## src/e1pm_consts.svh

```systemverilog
`ifndef E1PM_CONSTS_SVH
`define E1PM_CONSTS_SVH

// Register byte offsets.
`define E1PM_OFS_CTRL 8'h00
`define E1PM_OFS_DEGRADE 8'h04
`define E1PM_OFS_STATUS 8'h08
`define E1PM_OFS_NEAR 8'h0c
`define E1PM_OFS_FAR 8'h10
`define E1PM_OFS_INT_STATUS 8'h14
`define E1PM_OFS_INT_MASK 8'h18

// Control register fields.
`define E1PM_CTRL_MON_BIT 0
`define E1PM_CTRL_RDI_REP_BIT 1
`define E1PM_CTRL_SSF_REP_BIT 2
`define E1PM_CTRL_TP_BIT 3
`define E1PM_CTRL_CRC_LSB 4
`define E1PM_CTRL_CRC_MSB 5

// Degrade register fields.
`define E1PM_DEG_WIN_LSB 0
`define E1PM_DEG_WIN_MSB 3
`define E1PM_DEG_THR_LSB 16
`define E1PM_DEG_THR_MSB 31

// Status register fields; the defect second bit of the counter registers is the last one below.
`define E1PM_ST_TSF_BIT 0
`define E1PM_ST_DEG_BIT 1
`define E1PM_ST_RDI_BIT 2
`define E1PM_ST_RNCI_BIT 3
`define E1PM_ST_MFP_BIT 4
`define E1PM_ST_DEGRADED_CAUSE_BIT 5
`define E1PM_ST_REMOTE_DEFECT_CAUSE_BIT 6
`define E1PM_ST_SERVER_FAIL_CAUSE_BIT 7
`define E1PM_CNT_DS_BIT 16

// Interrupt bits.
`define E1PM_INT_SECOND 0
`define E1PM_INT_DEG 1
`define E1PM_INT_RDI 2
`define E1PM_INT_RNCI 3
`define E1PM_INT_SSF 4
`define E1PM_INT_W 5

// Reset values.
`define E1PM_RST_MON 1'b1
`define E1PM_RST_RDI_REP 1'b0
`define E1PM_RST_SSF_REP 1'b0
`define E1PM_RST_DEG_WIN 4'h7
`define E1PM_RST_DEG_THR 16'h0064
`define E1PM_RST_MASK 5'h00

// Line constants and counts.
`define E1PM_FAS_WORD 7'h1b
`define E1PM_RDI_FRAMES 3'h5
`define E1PM_RNCI_SECONDS 3'h5
`define E1PM_RNCI_LIMIT 16'd990
`define E1PM_FRAME_E1 4'hd
`define E1PM_FRAME_E2 4'hf

`endif

```

## src/e1pm_pkg.sv

```systemverilog
package e1pm_pkg;

    typedef enum logic [1:0] {
        E1PM_CRC_OFF = 2'b00,
        E1PM_CRC_ON = 2'b01,
        E1PM_CRC_AUTO = 2'b10
    } e1pm_crc_mode_e;

    typedef logic [15:0] e1pm_count_t;

    typedef struct packed {
        logic [3:0] state;
        logic [3:0] last;
    } e1pm_crc_s;

    typedef struct packed {
        logic [1:0] ck_s;
        logic [1:0] data_s;
        logic [1:0] fs_s;
        logic [1:0] mfs_s;
        logic [1:0] ssf_s;
        logic [1:0] mfp_s;
        logic [1:0] sec_s;
        logic ck_prev;
        logic sec_prev;
        logic [7:0] bit_pos;
        logic [3:0] frame_no;
        logic [5:0] fas_sh;
        logic [3:0] c_bits;
        logic crc_armed;
        logic crc_exp_ok;
        logic [2:0] rdi_one_run;
        logic [2:0] rdi_zero_run;
        logic remote_defect_flag;
        e1pm_count_t near_acc;
        e1pm_count_t far_acc;
        e1pm_count_t deg_acc;
        logic near_ds_acc;
        logic far_ds_acc;
        e1pm_count_t near_error_count;
        e1pm_count_t far_error_count;
        logic near_defect_second;
        logic far_defect_second;
        logic [3:0] bad_run;
        logic [3:0] good_run;
        logic degraded_flag;
        logic [2:0] set_run;
        logic [2:0] clr_run;
        logic crc_interwork_status;
        logic monitoring_active;
        logic remote_defect_report_en;
        logic server_fail_report_en;
        logic termination_point_setting;
        e1pm_crc_mode_e crc_interwork_setting;
        logic [3:0] degrade_window_count;
        e1pm_count_t degrade_threshold;
        logic [4:0] int_status;
        logic [4:0] int_mask;
        logic trail_fail_action;
        logic trail_degrade_action;
        logic degraded_cause;
        logic remote_defect_cause;
        logic server_fail_cause;
        logic multiframe_present_report;
        logic irq;
        logic pready;
        logic pslverr;
        logic [31:0] prdata;
    } e1pm_state_s;

endpackage

```

## src/e1pm_crc4.sv

```systemverilog
`timescale 1ns/1ps

// Serial CRC-4 divider, polynomial x^4 + x + 1, C1 in the top bit.
// On a restart the finished remainder moves to last and the new block begins.
module e1pm_crc4 (
    // Clock and reset.
    input wire logic clk,
    input wire logic rst,
    // Bit stream.
    input wire logic bit_valid,
    input wire logic restart,
    input wire logic din,
    // Remainder of the previous block.
    output logic [3:0] crc_last
);
    import e1pm_pkg::*;

    e1pm_crc_s r;
    e1pm_crc_s next_r;

    function automatic logic [3:0] crc_step(input logic [3:0] s, input logic b);
        logic fb;
        fb = b ^ s[3];
        crc_step = {s[2:0], 1'b0} ^ (fb ? 4'h3 : 4'h0);
    endfunction

    always_comb begin
        next_r = r;
        if (bit_valid) begin
            if (restart) begin
                next_r.last = r.state;
                next_r.state = crc_step(4'h0, din);
            end else begin
                next_r.state = crc_step(r.state, din);
            end
        end
    end

    always_ff @(posedge clk or posedge rst) begin
        if (rst) begin
            r <= '0;
        end else begin
            r <= next_r;
        end
    end

    assign crc_last = r.last;
endmodule

```

## src/e1pm_monitor.sv

```systemverilog
`timescale 1ns/1ps
`include "e1pm_consts.svh"

module e1pm_monitor (
    // Clock and reset.
    input wire logic clk,
    input wire logic rst,
    // APB register bus.
    input wire logic psel,
    input wire logic penable,
    input wire logic pwrite,
    input wire logic [7:0] paddr,
    input wire logic [31:0] pwdata,
    output logic pready,
    output logic [31:0] prdata,
    output logic pslverr,
    // Incoming path signal from the adaptation sink.
    input wire logic line_data,
    input wire logic line_clock,
    input wire logic frame_start,
    input wire logic multiframe_start,
    input wire logic server_fail_in,
    input wire logic multiframe_present_in,
    input wire logic one_second,
    input wire logic equipment_defect,
    // Consequent actions and fault causes.
    output logic trail_fail_action,
    output logic trail_degrade_action,
    output logic degraded_cause,
    output logic remote_defect_cause,
    output logic server_fail_cause,
    output logic crc_interwork_status,
    output logic multiframe_present_report,
    output logic irq
);
    import e1pm_pkg::*;

    e1pm_state_s r;
    e1pm_state_s next_r;
    logic [3:0] crc_last;
    logic ck_edge;
    logic bit_in;
    logic mfp;
    logic [7:0] pos;
    logic [3:0] frm;
    logic smf_start;
    logic near_err;
    logic far_err;
    logic tick;
    logic access;
    logic [4:0] events;
    logic [4:0] w1c;
    logic [31:0] rd;

    function automatic logic reg_mapped(input logic [7:0] a);
        reg_mapped = (a == `E1PM_OFS_CTRL) || (a == `E1PM_OFS_DEGRADE) ||
            (a == `E1PM_OFS_STATUS) || (a == `E1PM_OFS_NEAR) ||
            (a == `E1PM_OFS_FAR) || (a == `E1PM_OFS_INT_STATUS) ||
            (a == `E1PM_OFS_INT_MASK);
    endfunction

    function automatic e1pm_count_t sat_inc(input e1pm_count_t v, input logic en);
        sat_inc = (en && v != 16'hffff) ? v + 16'h0001 : v;
    endfunction

    // The submultiframe remainder is formed with the C bit positions as zero.
    e1pm_crc4 u_crc (
        .clk(clk),
        .rst(rst),
        .bit_valid(ck_edge),
        .restart(smf_start),
        .din(bit_in & ~(pos == 8'h00 && frm[0] == 1'b0)),
        .crc_last(crc_last)
    );

    always_comb begin
        next_r = r;
        ck_edge = r.ck_s[1] & ~r.ck_prev;
        tick = r.sec_s[1] & ~r.sec_prev;
        bit_in = r.data_s[1];
        mfp = r.mfp_s[1];
        pos = r.fs_s[1] ? 8'h00 : r.bit_pos + 8'h01;
        frm = r.fs_s[1] ? (r.mfs_s[1] ? 4'h0 : r.frame_no + 4'h1) : r.frame_no;
        smf_start = (pos == 8'h00) && (frm[2:0] == 3'h0);
        near_err = 1'b0;
        far_err = 1'b0;
        events = '0;
        w1c = '0;
        rd = '0;
        access = psel & penable;

        next_r.ck_s = {r.ck_s[0], line_clock};
        next_r.data_s = {r.data_s[0], line_data};
        next_r.fs_s = {r.fs_s[0], frame_start};
        next_r.mfs_s = {r.mfs_s[0], multiframe_start};
        next_r.ssf_s = {r.ssf_s[0], server_fail_in};
        next_r.mfp_s = {r.mfp_s[0], multiframe_present_in};
        next_r.sec_s = {r.sec_s[0], one_second};
        next_r.ck_prev = r.ck_s[1];
        next_r.sec_prev = r.sec_s[1];

        // Overhead bits are only read; the path signal is never driven.
        if (ck_edge) begin
            next_r.bit_pos = pos;
            next_r.frame_no = frm;
            if (frm[0] == 1'b0) begin
                if (pos >= 8'h01 && pos <= 8'h06) begin
                    next_r.fas_sh = {r.fas_sh[4:0], bit_in};
                end
                if (pos == 8'h07 && !mfp) begin
                    near_err = ({r.fas_sh, bit_in} != `E1PM_FAS_WORD);
                end
                if (pos == 8'h00) begin
                    next_r.c_bits = {r.c_bits[2:0], bit_in};
                    if (frm[2:0] == 3'h6 && mfp && r.crc_exp_ok) begin
                        near_err = ({r.c_bits[2:0], bit_in} != crc_last);
                    end
                end
            end else if (pos == 8'h02) begin
                // A one in the remote defect bit is a defect, zero is normal.
                if (bit_in) begin
                    next_r.rdi_zero_run = 3'h0;
                    if (r.rdi_one_run != `E1PM_RDI_FRAMES) begin
                        next_r.rdi_one_run = r.rdi_one_run + 3'h1;
                    end
                end else begin
                    next_r.rdi_one_run = 3'h0;
                    if (r.rdi_zero_run != `E1PM_RDI_FRAMES) begin
                        next_r.rdi_zero_run = r.rdi_zero_run + 3'h1;
                    end
                end
            end
            if (pos == 8'h00 && (frm == `E1PM_FRAME_E1 || frm == `E1PM_FRAME_E2)) begin
                far_err = mfp & ~bit_in;
            end
            if (smf_start) begin
                next_r.crc_exp_ok = r.crc_armed & mfp;
                next_r.crc_armed = mfp;
            end
        end
        if (!mfp) begin
            next_r.crc_armed = 1'b0;
            next_r.crc_exp_ok = 1'b0;
        end

        // Defect flag after a run of equal remote defect bits.
        if (next_r.rdi_one_run == `E1PM_RDI_FRAMES) begin
            next_r.remote_defect_flag = 1'b1;
        end else if (next_r.rdi_zero_run == `E1PM_RDI_FRAMES) begin
            next_r.remote_defect_flag = 1'b0;
        end

        // Near errors are alignment-word or CRC errors, chosen by multiframe presence.
        next_r.near_acc = sat_inc(r.near_acc, near_err);
        next_r.far_acc = sat_inc(r.far_acc, far_err);
        next_r.deg_acc = sat_inc(r.deg_acc, near_err & mfp);
        next_r.near_ds_acc = r.near_ds_acc | r.trail_fail_action | equipment_defect;
        next_r.far_ds_acc = r.far_ds_acc | r.remote_defect_flag;

        if (tick) begin
            next_r.near_error_count = r.near_acc;
            next_r.far_error_count = r.far_acc;
            next_r.near_defect_second = r.near_ds_acc;
            next_r.far_defect_second = r.far_ds_acc;
            next_r.near_acc = sat_inc(16'h0000, near_err);
            next_r.far_acc = sat_inc(16'h0000, far_err);
            next_r.deg_acc = sat_inc(16'h0000, near_err & mfp);
            next_r.near_ds_acc = r.trail_fail_action | equipment_defect;
            next_r.far_ds_acc = r.remote_defect_flag;
            if (r.deg_acc >= r.degrade_threshold) begin
                next_r.good_run = 4'h0;
                if (r.bad_run < r.degrade_window_count) begin
                    next_r.bad_run = r.bad_run + 4'h1;
                end
            end else begin
                next_r.bad_run = 4'h0;
                if (r.good_run < r.degrade_window_count) begin
                    next_r.good_run = r.good_run + 4'h1;
                end
            end
            if (r.far_acc > `E1PM_RNCI_LIMIT && !r.far_ds_acc) begin
                next_r.clr_run = 3'h0;
                if (r.set_run != `E1PM_RNCI_SECONDS) begin
                    next_r.set_run = r.set_run + 3'h1;
                end
            end else if (r.far_acc < `E1PM_RNCI_LIMIT || r.far_ds_acc) begin
                next_r.set_run = 3'h0;
                if (r.clr_run != `E1PM_RNCI_SECONDS) begin
                    next_r.clr_run = r.clr_run + 3'h1;
                end
            end else begin
                next_r.set_run = 3'h0;
                next_r.clr_run = 3'h0;
            end
        end

        if (next_r.bad_run == r.degrade_window_count && next_r.bad_run != 4'h0) begin
            next_r.degraded_flag = 1'b1;
        end else if (next_r.good_run == r.degrade_window_count) begin
            next_r.degraded_flag = 1'b0;
        end
        if (!mfp) begin
            next_r.degraded_flag = 1'b0;
            next_r.bad_run = 4'h0;
            next_r.good_run = 4'h0;
        end

        if (next_r.set_run == `E1PM_RNCI_SECONDS) begin
            next_r.crc_interwork_status = 1'b1;
        end else if (next_r.clr_run == `E1PM_RNCI_SECONDS) begin
            next_r.crc_interwork_status = 1'b0;
        end
        // The mode setting must match the one given to the adaptation sink.
        if (r.crc_interwork_setting != E1PM_CRC_AUTO) begin
            next_r.crc_interwork_status = 1'b0;
            next_r.set_run = 3'h0;
            next_r.clr_run = 3'h0;
        end

        next_r.trail_fail_action = r.ssf_s[1];
        next_r.trail_degrade_action = r.degraded_flag;
        next_r.multiframe_present_report = mfp;
        next_r.degraded_cause = r.degraded_flag & r.monitoring_active;
        next_r.remote_defect_cause = r.remote_defect_flag & r.monitoring_active &
            r.remote_defect_report_en;
        next_r.server_fail_cause = r.ssf_s[1] & r.monitoring_active &
            r.server_fail_report_en;

        events[`E1PM_INT_SECOND] = tick;
        events[`E1PM_INT_DEG] = next_r.degraded_flag ^ r.degraded_flag;
        events[`E1PM_INT_RDI] = next_r.remote_defect_flag ^ r.remote_defect_flag;
        events[`E1PM_INT_RNCI] = next_r.crc_interwork_status ^ r.crc_interwork_status;
        events[`E1PM_INT_SSF] = r.ssf_s[1] ^ r.trail_fail_action;

        unique case (paddr)
            `E1PM_OFS_CTRL: begin
                rd[`E1PM_CTRL_MON_BIT] = r.monitoring_active;
                rd[`E1PM_CTRL_RDI_REP_BIT] = r.remote_defect_report_en;
                rd[`E1PM_CTRL_SSF_REP_BIT] = r.server_fail_report_en;
                rd[`E1PM_CTRL_TP_BIT] = r.termination_point_setting;
                rd[`E1PM_CTRL_CRC_MSB:`E1PM_CTRL_CRC_LSB] = r.crc_interwork_setting;
            end
            `E1PM_OFS_DEGRADE: begin
                rd[`E1PM_DEG_WIN_MSB:`E1PM_DEG_WIN_LSB] = r.degrade_window_count;
                rd[`E1PM_DEG_THR_MSB:`E1PM_DEG_THR_LSB] = r.degrade_threshold;
            end
            `E1PM_OFS_STATUS: begin
                rd[`E1PM_ST_TSF_BIT] = r.trail_fail_action;
                rd[`E1PM_ST_DEG_BIT] = r.degraded_flag;
                rd[`E1PM_ST_RDI_BIT] = r.remote_defect_flag;
                rd[`E1PM_ST_RNCI_BIT] = r.crc_interwork_status;
                rd[`E1PM_ST_MFP_BIT] = r.multiframe_present_report;
                rd[`E1PM_ST_DEGRADED_CAUSE_BIT] = r.degraded_cause;
                rd[`E1PM_ST_REMOTE_DEFECT_CAUSE_BIT] = r.remote_defect_cause;
                rd[`E1PM_ST_SERVER_FAIL_CAUSE_BIT] = r.server_fail_cause;
            end
            `E1PM_OFS_NEAR: begin
                rd[15:0] = r.near_error_count;
                rd[`E1PM_CNT_DS_BIT] = r.near_defect_second;
            end
            `E1PM_OFS_FAR: begin
                rd[15:0] = r.far_error_count;
                rd[`E1PM_CNT_DS_BIT] = r.far_defect_second;
            end
            `E1PM_OFS_INT_STATUS: rd[`E1PM_INT_W-1:0] = r.int_status;
            `E1PM_OFS_INT_MASK: rd[`E1PM_INT_W-1:0] = r.int_mask;
            default: rd = '0;
        endcase

        // One wait state: pready rises in the second access cycle.
        next_r.pready = access & ~r.pready;
        next_r.pslverr = 1'b0;
        if (access && !r.pready) begin
            next_r.prdata = pwrite ? 32'h0000_0000 : rd;
            next_r.pslverr = ~reg_mapped(paddr);
        end
        if (access && r.pready && pwrite) begin
            unique case (paddr)
                `E1PM_OFS_CTRL: begin
                    next_r.monitoring_active = pwdata[`E1PM_CTRL_MON_BIT];
                    next_r.remote_defect_report_en = pwdata[`E1PM_CTRL_RDI_REP_BIT];
                    next_r.server_fail_report_en = pwdata[`E1PM_CTRL_SSF_REP_BIT];
                    next_r.termination_point_setting = pwdata[`E1PM_CTRL_TP_BIT];
                    if (pwdata[`E1PM_CTRL_CRC_MSB:`E1PM_CTRL_CRC_LSB] != 2'b11) begin
                        next_r.crc_interwork_setting = e1pm_crc_mode_e'(
                            pwdata[`E1PM_CTRL_CRC_MSB:`E1PM_CTRL_CRC_LSB]);
                    end
                end
                `E1PM_OFS_DEGRADE: begin
                    next_r.degrade_window_count = pwdata[`E1PM_DEG_WIN_MSB:`E1PM_DEG_WIN_LSB];
                    next_r.degrade_threshold = pwdata[`E1PM_DEG_THR_MSB:`E1PM_DEG_THR_LSB];
                end
                `E1PM_OFS_INT_STATUS: w1c = pwdata[`E1PM_INT_W-1:0];
                `E1PM_OFS_INT_MASK: next_r.int_mask = pwdata[`E1PM_INT_W-1:0];
                default: w1c = '0;
            endcase
        end
        // A new event wins over a clear in the same cycle.
        next_r.int_status = (r.int_status & ~w1c) | events;
        next_r.irq = |(next_r.int_status & next_r.int_mask);
    end

    always_ff @(posedge clk or posedge rst) begin
        if (rst) begin
            r <= '0;
            r.monitoring_active <= `E1PM_RST_MON;
            r.remote_defect_report_en <= `E1PM_RST_RDI_REP;
            r.server_fail_report_en <= `E1PM_RST_SSF_REP;
            r.crc_interwork_setting <= E1PM_CRC_AUTO;
            r.degrade_window_count <= `E1PM_RST_DEG_WIN;
            r.degrade_threshold <= `E1PM_RST_DEG_THR;
            r.int_mask <= `E1PM_RST_MASK;
        end else begin
            r <= next_r;
        end
    end

    assign pready = r.pready;
    assign prdata = r.prdata;
    assign pslverr = r.pslverr;
    assign trail_fail_action = r.trail_fail_action;
    assign trail_degrade_action = r.trail_degrade_action;
    assign degraded_cause = r.degraded_cause;
    assign remote_defect_cause = r.remote_defect_cause;
    assign server_fail_cause = r.server_fail_cause;
    assign crc_interwork_status = r.crc_interwork_status;
    assign multiframe_present_report = r.multiframe_present_report;
    assign irq = r.irq;
endmodule

```

## config.mk

```make
export PLATFORM = sky130hd
export DESIGN_NAME = e1pm_monitor
export DESIGN_NICKNAME = d
export VERILOG_FILES = /design/src/e1pm_pkg.sv /design/src/e1pm_crc4.sv /design/src/e1pm_monitor.sv
export VERILOG_INCLUDE_DIRS = /design/src /design/src/src
export SDC_FILE = /design/constraint.sdc
export NUM_CORES = 1
export LEC_CHECK = 0
export BUFFER_PORTS_ARGS = -buffer_cell sky130_fd_sc_hd__buf_2
export CAP_MARGIN = 10
export CORE_ASPECT_RATIO = 2
export CORE_MARGIN = 3
export CORE_UTILIZATION = 60
export DETAILED_ROUTE_END_ITERATION = 6
export PLACE_DENSITY = 0.8
export SYNTH_ARGS = -nofsm -noshare
export SYNTH_HDL_FRONTEND = slang
export SYNTH_HIERARCHICAL = 1
export SYNTH_SLANG_ARGS = --single-unit
```

## constraint.sdc

```tcl
create_clock -name clk -period 8.82 [get_ports clk]
set_input_delay 1.764 -clock clk [delete_from_list [all_inputs] [get_ports clk]]
set_output_delay 1.764 -clock clk [all_outputs]
set_load 0.005 [all_outputs]
```

==> results.md, run 1 <==
* Result of the run: finished clean
* Number of global-route vias before repair at 8996
* DR pass1 iterations at 7
* Number of slew-limit violations in the final report at 0
* Total GRT Usage at 0.253
* Placed wire-length estimate at 19.2 mm
* Minimum period implied by the final worst setup slack at 4090 ps
* End point of the most critical hold path: mfp
* Proportion of netlist area held by the largest area contributor at 0.480
* # H-tree levels at 1
* Destination of the worst register-to-register timing path: irq
* Post-CTS resize count at 0
* Antenna Violating Nets Remaining at 0
* Ratio of cells with drive above 1 in the final layout at 0.164
* Count of clock tree sinks at 231
* Die area at 21200 um^2
* Core region area at 18900 um^2
* Clock insertion delay at the later pin of the skew report at 500 ps
* Residual overflow from global routing at 0
* Clock Skew at 11.5 ps
* PortBufs at 84
* Post-synthesis share of cell area spent on xor and xnor gates at 0.0428
* Worst hold path class: flop to flop
* Maxcap violations at 0
* Cell types with the highest counts after synthesis: 223 x dfrtp_1, 181 x nand2_1, 96 x nor2_1, 58 x o21ai_0, 52 x inv_1
* Post-layout nets at 1290
* Clock Pin Slew Worst Setup and Hold Paths at 70 ps
* Max Fclk at 244 MHz
* Post CTS Setup Buffer Count at 0
* Post-synthesis compound-gate area fraction at 0.126
* Mux share of post-synthesis cell area at 0.0530
* Cells after Synth at 1162
* DRC violations left at 0
* Final count of hold timing violations at 0
* Basic-gate share of the synthesized area counting and, or, nand and nor cells at 0.184
* Worst Path Class, Setup: input port to flop
* Setup slack after layout at 4730 ps
* Path depth of the worst reg2reg path at 11
* Number of warnings issued by yosys at 6
* Static power due to leakage at 6.05 nW
* Wire length per cell at 18.4 um
* Synthesized flop and latch total at 231
* Avg Cell Area, Syn at 10.0 um^2
* Clock root buffer: clkbuf_16
* Slew at the pin closest to its max-slew limit at 1190 ps
* Start point of the worst hold path: next_r[213]
* Effective utilization at floorplan at 0.615
* Fin Setup TNS at 0 ps
* Number of antenna violations at the first check in global routing at 0
* Pre-CTS setup slack at 4290 ps
* Required arrival time at the worst endpoint at 9170 ps
* Portion of the clock cycle consumed by the worst path in the final layout at 0.464
* Number of distinct library cell variants in the gate-level netlist after synthesis at 81
* Power density over the cells at 179 nW/um^2
* Most repeated cell in the gate-level netlist after synthesis: dfrtp_1
* Yosys top cell by area: dfrtp_1
* Ratio of routed vias to standard cells at 6.00
* Ys async rst share at 1.00
* TritonCTS Buffers at 21
* Count of pins on the block boundary at 95
* Total length of routed wires at 26.9 mm
* Number of synthesized flops with an enable pin at 0
* Number of hold buffers added after cts at 0
* Adder-Cell Fraction of Synth Area at 0.0409
* Ys flop type: dfrtp_1
* Number of core rows at 71
* Iteration-0 DRC Markers at 622
* Largest family of logic cells by synthesized area: simple AND/OR/NAND/NOR gates
* CTS tree: yes
* Filler cells at 1528
* Top fanout value on the critical path at 6
* Depth of the worst hold-timing path at 0
* Width of the chip at 104 um
* Max-slew headroom at 0.205
* Worst Path Arrival at 4450 ps
* Slack of the worst reg-to-reg path at 5240 ps
* Number of antenna cells inserted at 0
* Area overhead of the layout relative to synthesis at 9.12%
* Category of the worst setup path capture point: flop
* Post-synthesis sequential area ratio at 0.498
* Top cells by area, synth: dfrtp_1 48%, nand2_1 5.8%, ha_1 4.1%
* Vias at 8788
* Area of the mapped netlist at 11600 um^2
* Die H at 203 um
* Maximum number of pins on one net before global-route repair at 143
* Final setup fails at 0
* Worst IR drop on VDD at 0.276 mV
* Critical Path Source Type: input port
* Total Power at 2.27 mW
* Setup repair after global routing missed its margin: no
* Total nets after synthesis at 1253
* Clk buf depth at 3
* R2r startpoint: r[69]
* Global-route wire length before repair at 43.8 mm
* Global placer's final weighted congestion at 0.895
-- cells in the final DEF, fill, tap and decap left out, types with 6 or more instances in the layout --
cell / n
buf_4: 7
dfstp_2: 8
o21ai_0: 58
dfrtp_1: 223
nand2b_1: 6
nor3_1: 19
ha_1: 38
a31oi_1: 10
clkbuf_1: 6
xnor2_1: 27
inv_1: 51
mux2i_1: 11
mux2_2: 41
nand2_1: 181
a22oi_1: 22
a21oi_1: 34
buf_2: 84
and3_1: 20
nand3_1: 30
a22o_1: 17
nand4_1: 24
a21o_1: 9
xor2_1: 28
or3_1: 13
nor2_1: 96
a222oi_1: 7
nor2b_1: 10
clkbuf_16: 21
and2_1: 9
-- layer usage --
metal	vias to the layer above	GRT usage	share of wire
met5	-	0	0
met4	0	0.146	0.060
met3	101	0.0274	0.036
met2	259	0.484	0.55
met1	4327	0.263	0.35
li1	4101	-	-
-- worst max-delay path by stage --
stage | startpoint | end | slack (ps) | depth (start not counted)
final | paddr[5] | irq | 4730 | 10
after global routing | paddr[5] | irq | 4540 | 10
after detailed placement | paddr[5] | irq | 4290 | 10
after global placement | paddr[5] | irq | 4310 | 10
after CTS | paddr[5] | irq | 4780 | 10
after floorplan | rst | bit_in | 960 | 1
-- per-stage QoR --
step	cell area (um^2)	utilization	instances	hold WS, ps
3_5_place_dp	12000	0.634	1431	336
3_3_place_gp	12000	0.634	1431	331
4_1_cts	12700	0.671	1465	350
5_1_grt	12700	0.671	1465	354
6_report	12700	0.671	1465	346
2_1_floorplan	11600	-	1162	331
-- power breakdown --
part / internal [mW] / switching (mW) / leakage [nW] / total, mW
combinational: 0.0778 / 0.107 / 2.63 / 0.185
sequential: 1.11 / 0.0461 / 3.09 / 1.15
clock: 0.551 / 0.383 / 0.334 / 0.934
-- registers in the layout, indices dropped and copies added (netlist names), 4 cells and up --
signal          cells
u_crc/crc_last      4
prdata             32
r                 168
next_r             11
u_crc/r             4
-- worst max-delay path, cell delays in order --
cell	delay, ps
buf_2	100
nor3_1	570
nand2_1	200
nor2_1	410
nand2_1	270
mux2_2	360
a32o_1	260
a221oi_1	190
a21boi_0	200
o2111ai_1	130
-- cell families (layout without fill, tap and decap cells) --
group | Yosys count | in the layout
XOR/XNOR | 56 | 56
multiplexers | 55 | 55
AND/OR/NAND/NOR | 446 | 446
flip-flops | 231 | 231
adder cells (fa/ha/maj) | 38 | 38
AO/OA/AOI/OAI | 207 | 207
buffers and inverters | 129 | 177
-- area by class of cell --
class                      instances  area, um^2  share of cell area
clock buffer                      30         589              0.0464
sequential                       231        5790               0.456
inverter                          52         203              0.0160
clock inverter                     4        98.8             0.00779
tap                              255         319              0.0251
timing repair buffer              91         473              0.0373
multi-input combinational        802        5220               0.411
Power figures use the tool's default switching activity.
==> run 2: changes to the inputs <==
--- a/config.mk
+++ b/config.mk
@@ -6,13 +6,14 @@
 export SDC_FILE = /design/constraint.sdc
 export NUM_CORES = 1
 export LEC_CHECK = 0
+export ABC_AREA = 1
 export BUFFER_PORTS_ARGS = -buffer_cell sky130_fd_sc_hd__buf_2
 export CAP_MARGIN = 10
 export CORE_ASPECT_RATIO = 2
 export CORE_MARGIN = 3
-export CORE_UTILIZATION = 60
+export CORE_UTILIZATION = 61
 export DETAILED_ROUTE_END_ITERATION = 6
-export PLACE_DENSITY = 0.8
+export PLACE_DENSITY = 0.81
 export SYNTH_ARGS = -nofsm -noshare
 export SYNTH_HDL_FRONTEND = slang
 export SYNTH_HIERARCHICAL = 1
==> constraint.sdc (replaced) <==
create_clock -name clk -period 4 [get_ports clk]
set_input_delay 0.8 -clock clk [delete_from_list [all_inputs] [get_ports clk]]
set_output_delay 0.8 -clock clk [all_outputs]
set_load 0.005 [all_outputs]
==> run 2 against run 1 <==
  * Sequential power rose by 120%
  * Critical endpoint is now r[175]
  * Combinational power increased to 2.7 times the previous value
  * Final cell count up 20%
  * Routed wire length is 6.2% higher
  * Highest routed layer unchanged
  * Sequential share of layout area down 1.5 points
  * First-iteration DRC count shrank 11%
  * Clock power increased by 130%
  * Core utilization is 2.0 points higher
  * Worst setup slack got worse by 3500 ps
  * Power grew 130%
==> results.md, run 2 <==
* CTS tree: yes
* Worst-path cell with the longest stage delay: dfrtp_1
* Most repeated cell in the gate-level netlist after synthesis: nand2_1
* Clock root buffer: clkbuf_16
* Leading cell types in the layout, fill and taps excluded: 320 x nand2_1, 223 x dfrtp_1, 179 x inv_1
* Global placer's final weighted congestion at 0.902 (+0.82%)
* Cell types with the highest counts after synthesis: 320 x nand2_1, 223 x dfrtp_1, 181 x inv_1, 139 x nor2_1, 116 x o21ai_0
* Cells after Synth at 1440 (+24%)
* Yosys top cell by area: dfrtp_1
* Total length of routed wires at 28.6 mm (+6.2%)
* Core region area at 19000 um^2 (+0.47%)
* Total nets after synthesis at 1531 (+22%)
* Avg Cell Area, Syn at 8.30 um^2 (-17%)
* Number of distinct library cell variants in the gate-level netlist after synthesis at 59 (-27%)
* Maximum number of pins on one net before global-route repair at 136 (-4.9%)
* Critical path buffer and inverter count at 1 (unchanged)
* Gate family responsible for the most delay along the worst path: simple AND/OR/NAND/NOR gates
* Ys flop type: dfrtp_1
* Setup repair after global routing missed its margin: no
* Area overhead of the layout relative to synthesis at 9.85%
* Result of the run: finished clean
* Placed wire-length estimate at 20.7 mm (+8.2%)
* Power density over the cells at 400 nW/um^2 (+120%)
* Count of pins on the block boundary at 95 (unchanged)
* Ratio of routed vias to standard cells at 5.64 (-5.9%)
* Ys async rst share at 1.00 (unchanged)
* Clock insertion delay at the later pin of the skew report at 510 ps (about the same)
* Post-layout nets at 1575 (+22%)
* Slowest cell delay on critical path at 590 ps (+20 ps)
* Worst Path Arrival at 3240 ps (-1210 ps)
* Final setup fails at 0 (unchanged)
* Portion of the clock cycle consumed by the worst path in the final layout at 0.704
* Number of core rows at 71 (unchanged)
* Global-route wire length before repair at 47.0 mm (+7.1%)
* Worst IR drop on VDD at 0.308 mV (+12%)
* Number of global-route vias before repair at 10.0k (+12%)
* Post-CTS resize count at 0 (unchanged)
* Area of the mapped netlist at 12000 um^2 (+2.8%)
* Clock Skew at 17.0 ps (+5.49 ps)
* Category of the worst setup path capture point: flop
* Effective utilization at floorplan at 0.629 (+0.0142)
* Biggest register: r
* Minimum period implied by the final worst setup slack at 2820 ps
* Number of standard cells in the final layout excluding fillers at 1753 (+20%)
* Number of warnings issued by yosys at 6 (unchanged)
* Die area at 21400 um^2 (+1.1%)
* Count of clock tree sinks at 231 (unchanged)
* Number of slew-limit violations in the final report at 0 (unchanged)
* PortBufs at 84 (unchanged)
* DR pass1 iterations at 5 (-2)
* # H-tree levels at 1 (unchanged)
* Static power due to leakage at 6.37 nW (+5.3%)
* Die H at 204 um (+0.53%)
* Total GRT Usage at 0.269 (+0.0158)
* Flip-flop count of the largest register, all copies and words added at 168 (unchanged)
* Wire length per cell at 16.3 um (-11%)
* Vias at 9893 (+13%)
* Clock Pin Slew Worst Setup and Hold Paths at 70 ps (about the same)
* Max-slew headroom at 0.413 (+0.208)
* Worst Path Class, Setup: flop to flop
* Fin Setup TNS at 0 ps (unchanged)
* Slew at the pin closest to its max-slew limit at 878 ps (-307 ps)
* TritonCTS Buffers at 20 (-4.8%)
* Top fanout value on the critical path at 20 (+14)
* Post-synthesis sequential area ratio at 0.484 (-0.0135)
* Iteration-0 DRC Markers at 552 (-11%)
* Worst hold path class: input port to asynchronous set/reset pin
* DRC violations left at 0 (unchanged)
* Critical Path Source Type: flop
* Clk buf depth at 3 (unchanged)
* Antenna Violating Nets Remaining at 0 (unchanged)
* Residual overflow from global routing at 0 (unchanged)
* CP cell instances: inv_1, or2_4, o22ai_1, nand4_1, nor2_4, o21ai_2, a21oi_4, nand2_4, nand2_2, nand3_1, o21ai_1
* Commonest non-fill, non-tap cell in the layout: nand2_1
* Number of hold buffers added after cts at 0 (unchanged)
* Top cells by area, synth: dfrtp_1 47%, nand2_1 10%, inv_1 5.7%
* Number of synthesized flops with an enable pin at 0 (unchanged)
* Number of antenna violations at the first check in global routing at 0 (unchanged)
* Cell total after placement at 1717 (+20%)
* Synthesized flop and latch total at 231 (unchanged)
* Maxcap violations at 0 (unchanged)
* Number of antenna cells inserted at 0 (unchanged)
* Width of the chip at 105 um (+0.52%)
* Proportion of netlist area held by the largest area contributor at 0.467 (-0.0130)
* Ratio of cells with drive above 1 in the final layout at 0.123 (-0.0416)
* Post CTS Setup Buffer Count at 0 (unchanged)
* Max Fclk at 355 MHz
* Final count of hold timing violations at 0 (unchanged)
* Required arrival time at the worst endpoint at 4420 ps (-4750 ps)
## run 2: per-layer routing
layer | routed length, um | GRT usage | share of wire
met1 | 10500 | 0.281 | 0.37
met4 | 1450 | 0.139 | 0.051
met2 | 15500 | 0.515 | 0.54
met3 | 1230 | 0.0354 | 0.043
met5 | 0 | 0 | 0
## run 2: worst reg2reg max path, stage by stage, from the launching register on
cell and delay (ps):
dfrtp_1 590, inv_1 190, or2_4 290, o22ai_1 250
nand4_1 200, nor2_4 220, o21ai_2 110, a21oi_4 210
nand2_4 120, nand2_2 300, nand3_1 130, o21ai_1 110
## run 2: path summary, 6_finish.rpt
path / startpoint / cells after the start / end / slack (ps)
max: r[219] / 11 / r[175] / 1180
min: rst / 2 / u_crc/crc_last[0] / 260
max reg2reg: r[219] / 11 / r[175] / 1180
min reg2reg: next_r[219] / 0 / r[219] / 350
max in group asynchronous: rst / 3 / r[133] / 2600
min in group clk: next_r[219] / 0 / r[219] / 350
## run 2: stage by stage
step / hold WS (ps) / instance area, um^2 / utilization / power [mW] / worst slack [ps]
CTS: 262 / 13100 / 0.691 / 5.30 / 1210
global route: 281 / 13100 / 0.691 / 5.46 / 914
global placement: 331 / 12400 / 0.651 / 3.08 / 975
finish: 264 / 13100 / 0.691 / 5.25 / 1180
floorplan: 331 / 12000 / - / 2.98 / 296
detailed placement: 336 / 12400 / 0.651 / 3.11 / 907
## run 2: final cells by class
class,count,area (um^2)
flip-flops and latches,231,5790
inverters,186,702
clock buffers,30,649
clock inverters,6,108
repair buffers,95,528
well taps,255,319
multi-input cells,950,5030
fillers,1601,5880
## run 2: cell families after synthesis
kind of cell,count (synthesis),share of synthesized area
AND/OR/NAND/NOR,632,0.232
XOR/XNOR,23,0.0169
adder cells (fa/ha/maj),38,0.0398
flip-flops,231,0.484
multiplexers,3,0.00314
buffers and inverters,259,0.0952
AO/OA/AOI/OAI,254,0.129
## run 2: power by group
part           switching, mW  leakage (nW)  internal (mW)
Combinational          0.327          2.99          0.170
Clock                  0.865         0.374           1.32
Sequential            0.0996          3.01           2.47
Total                   1.29          6.37           3.96
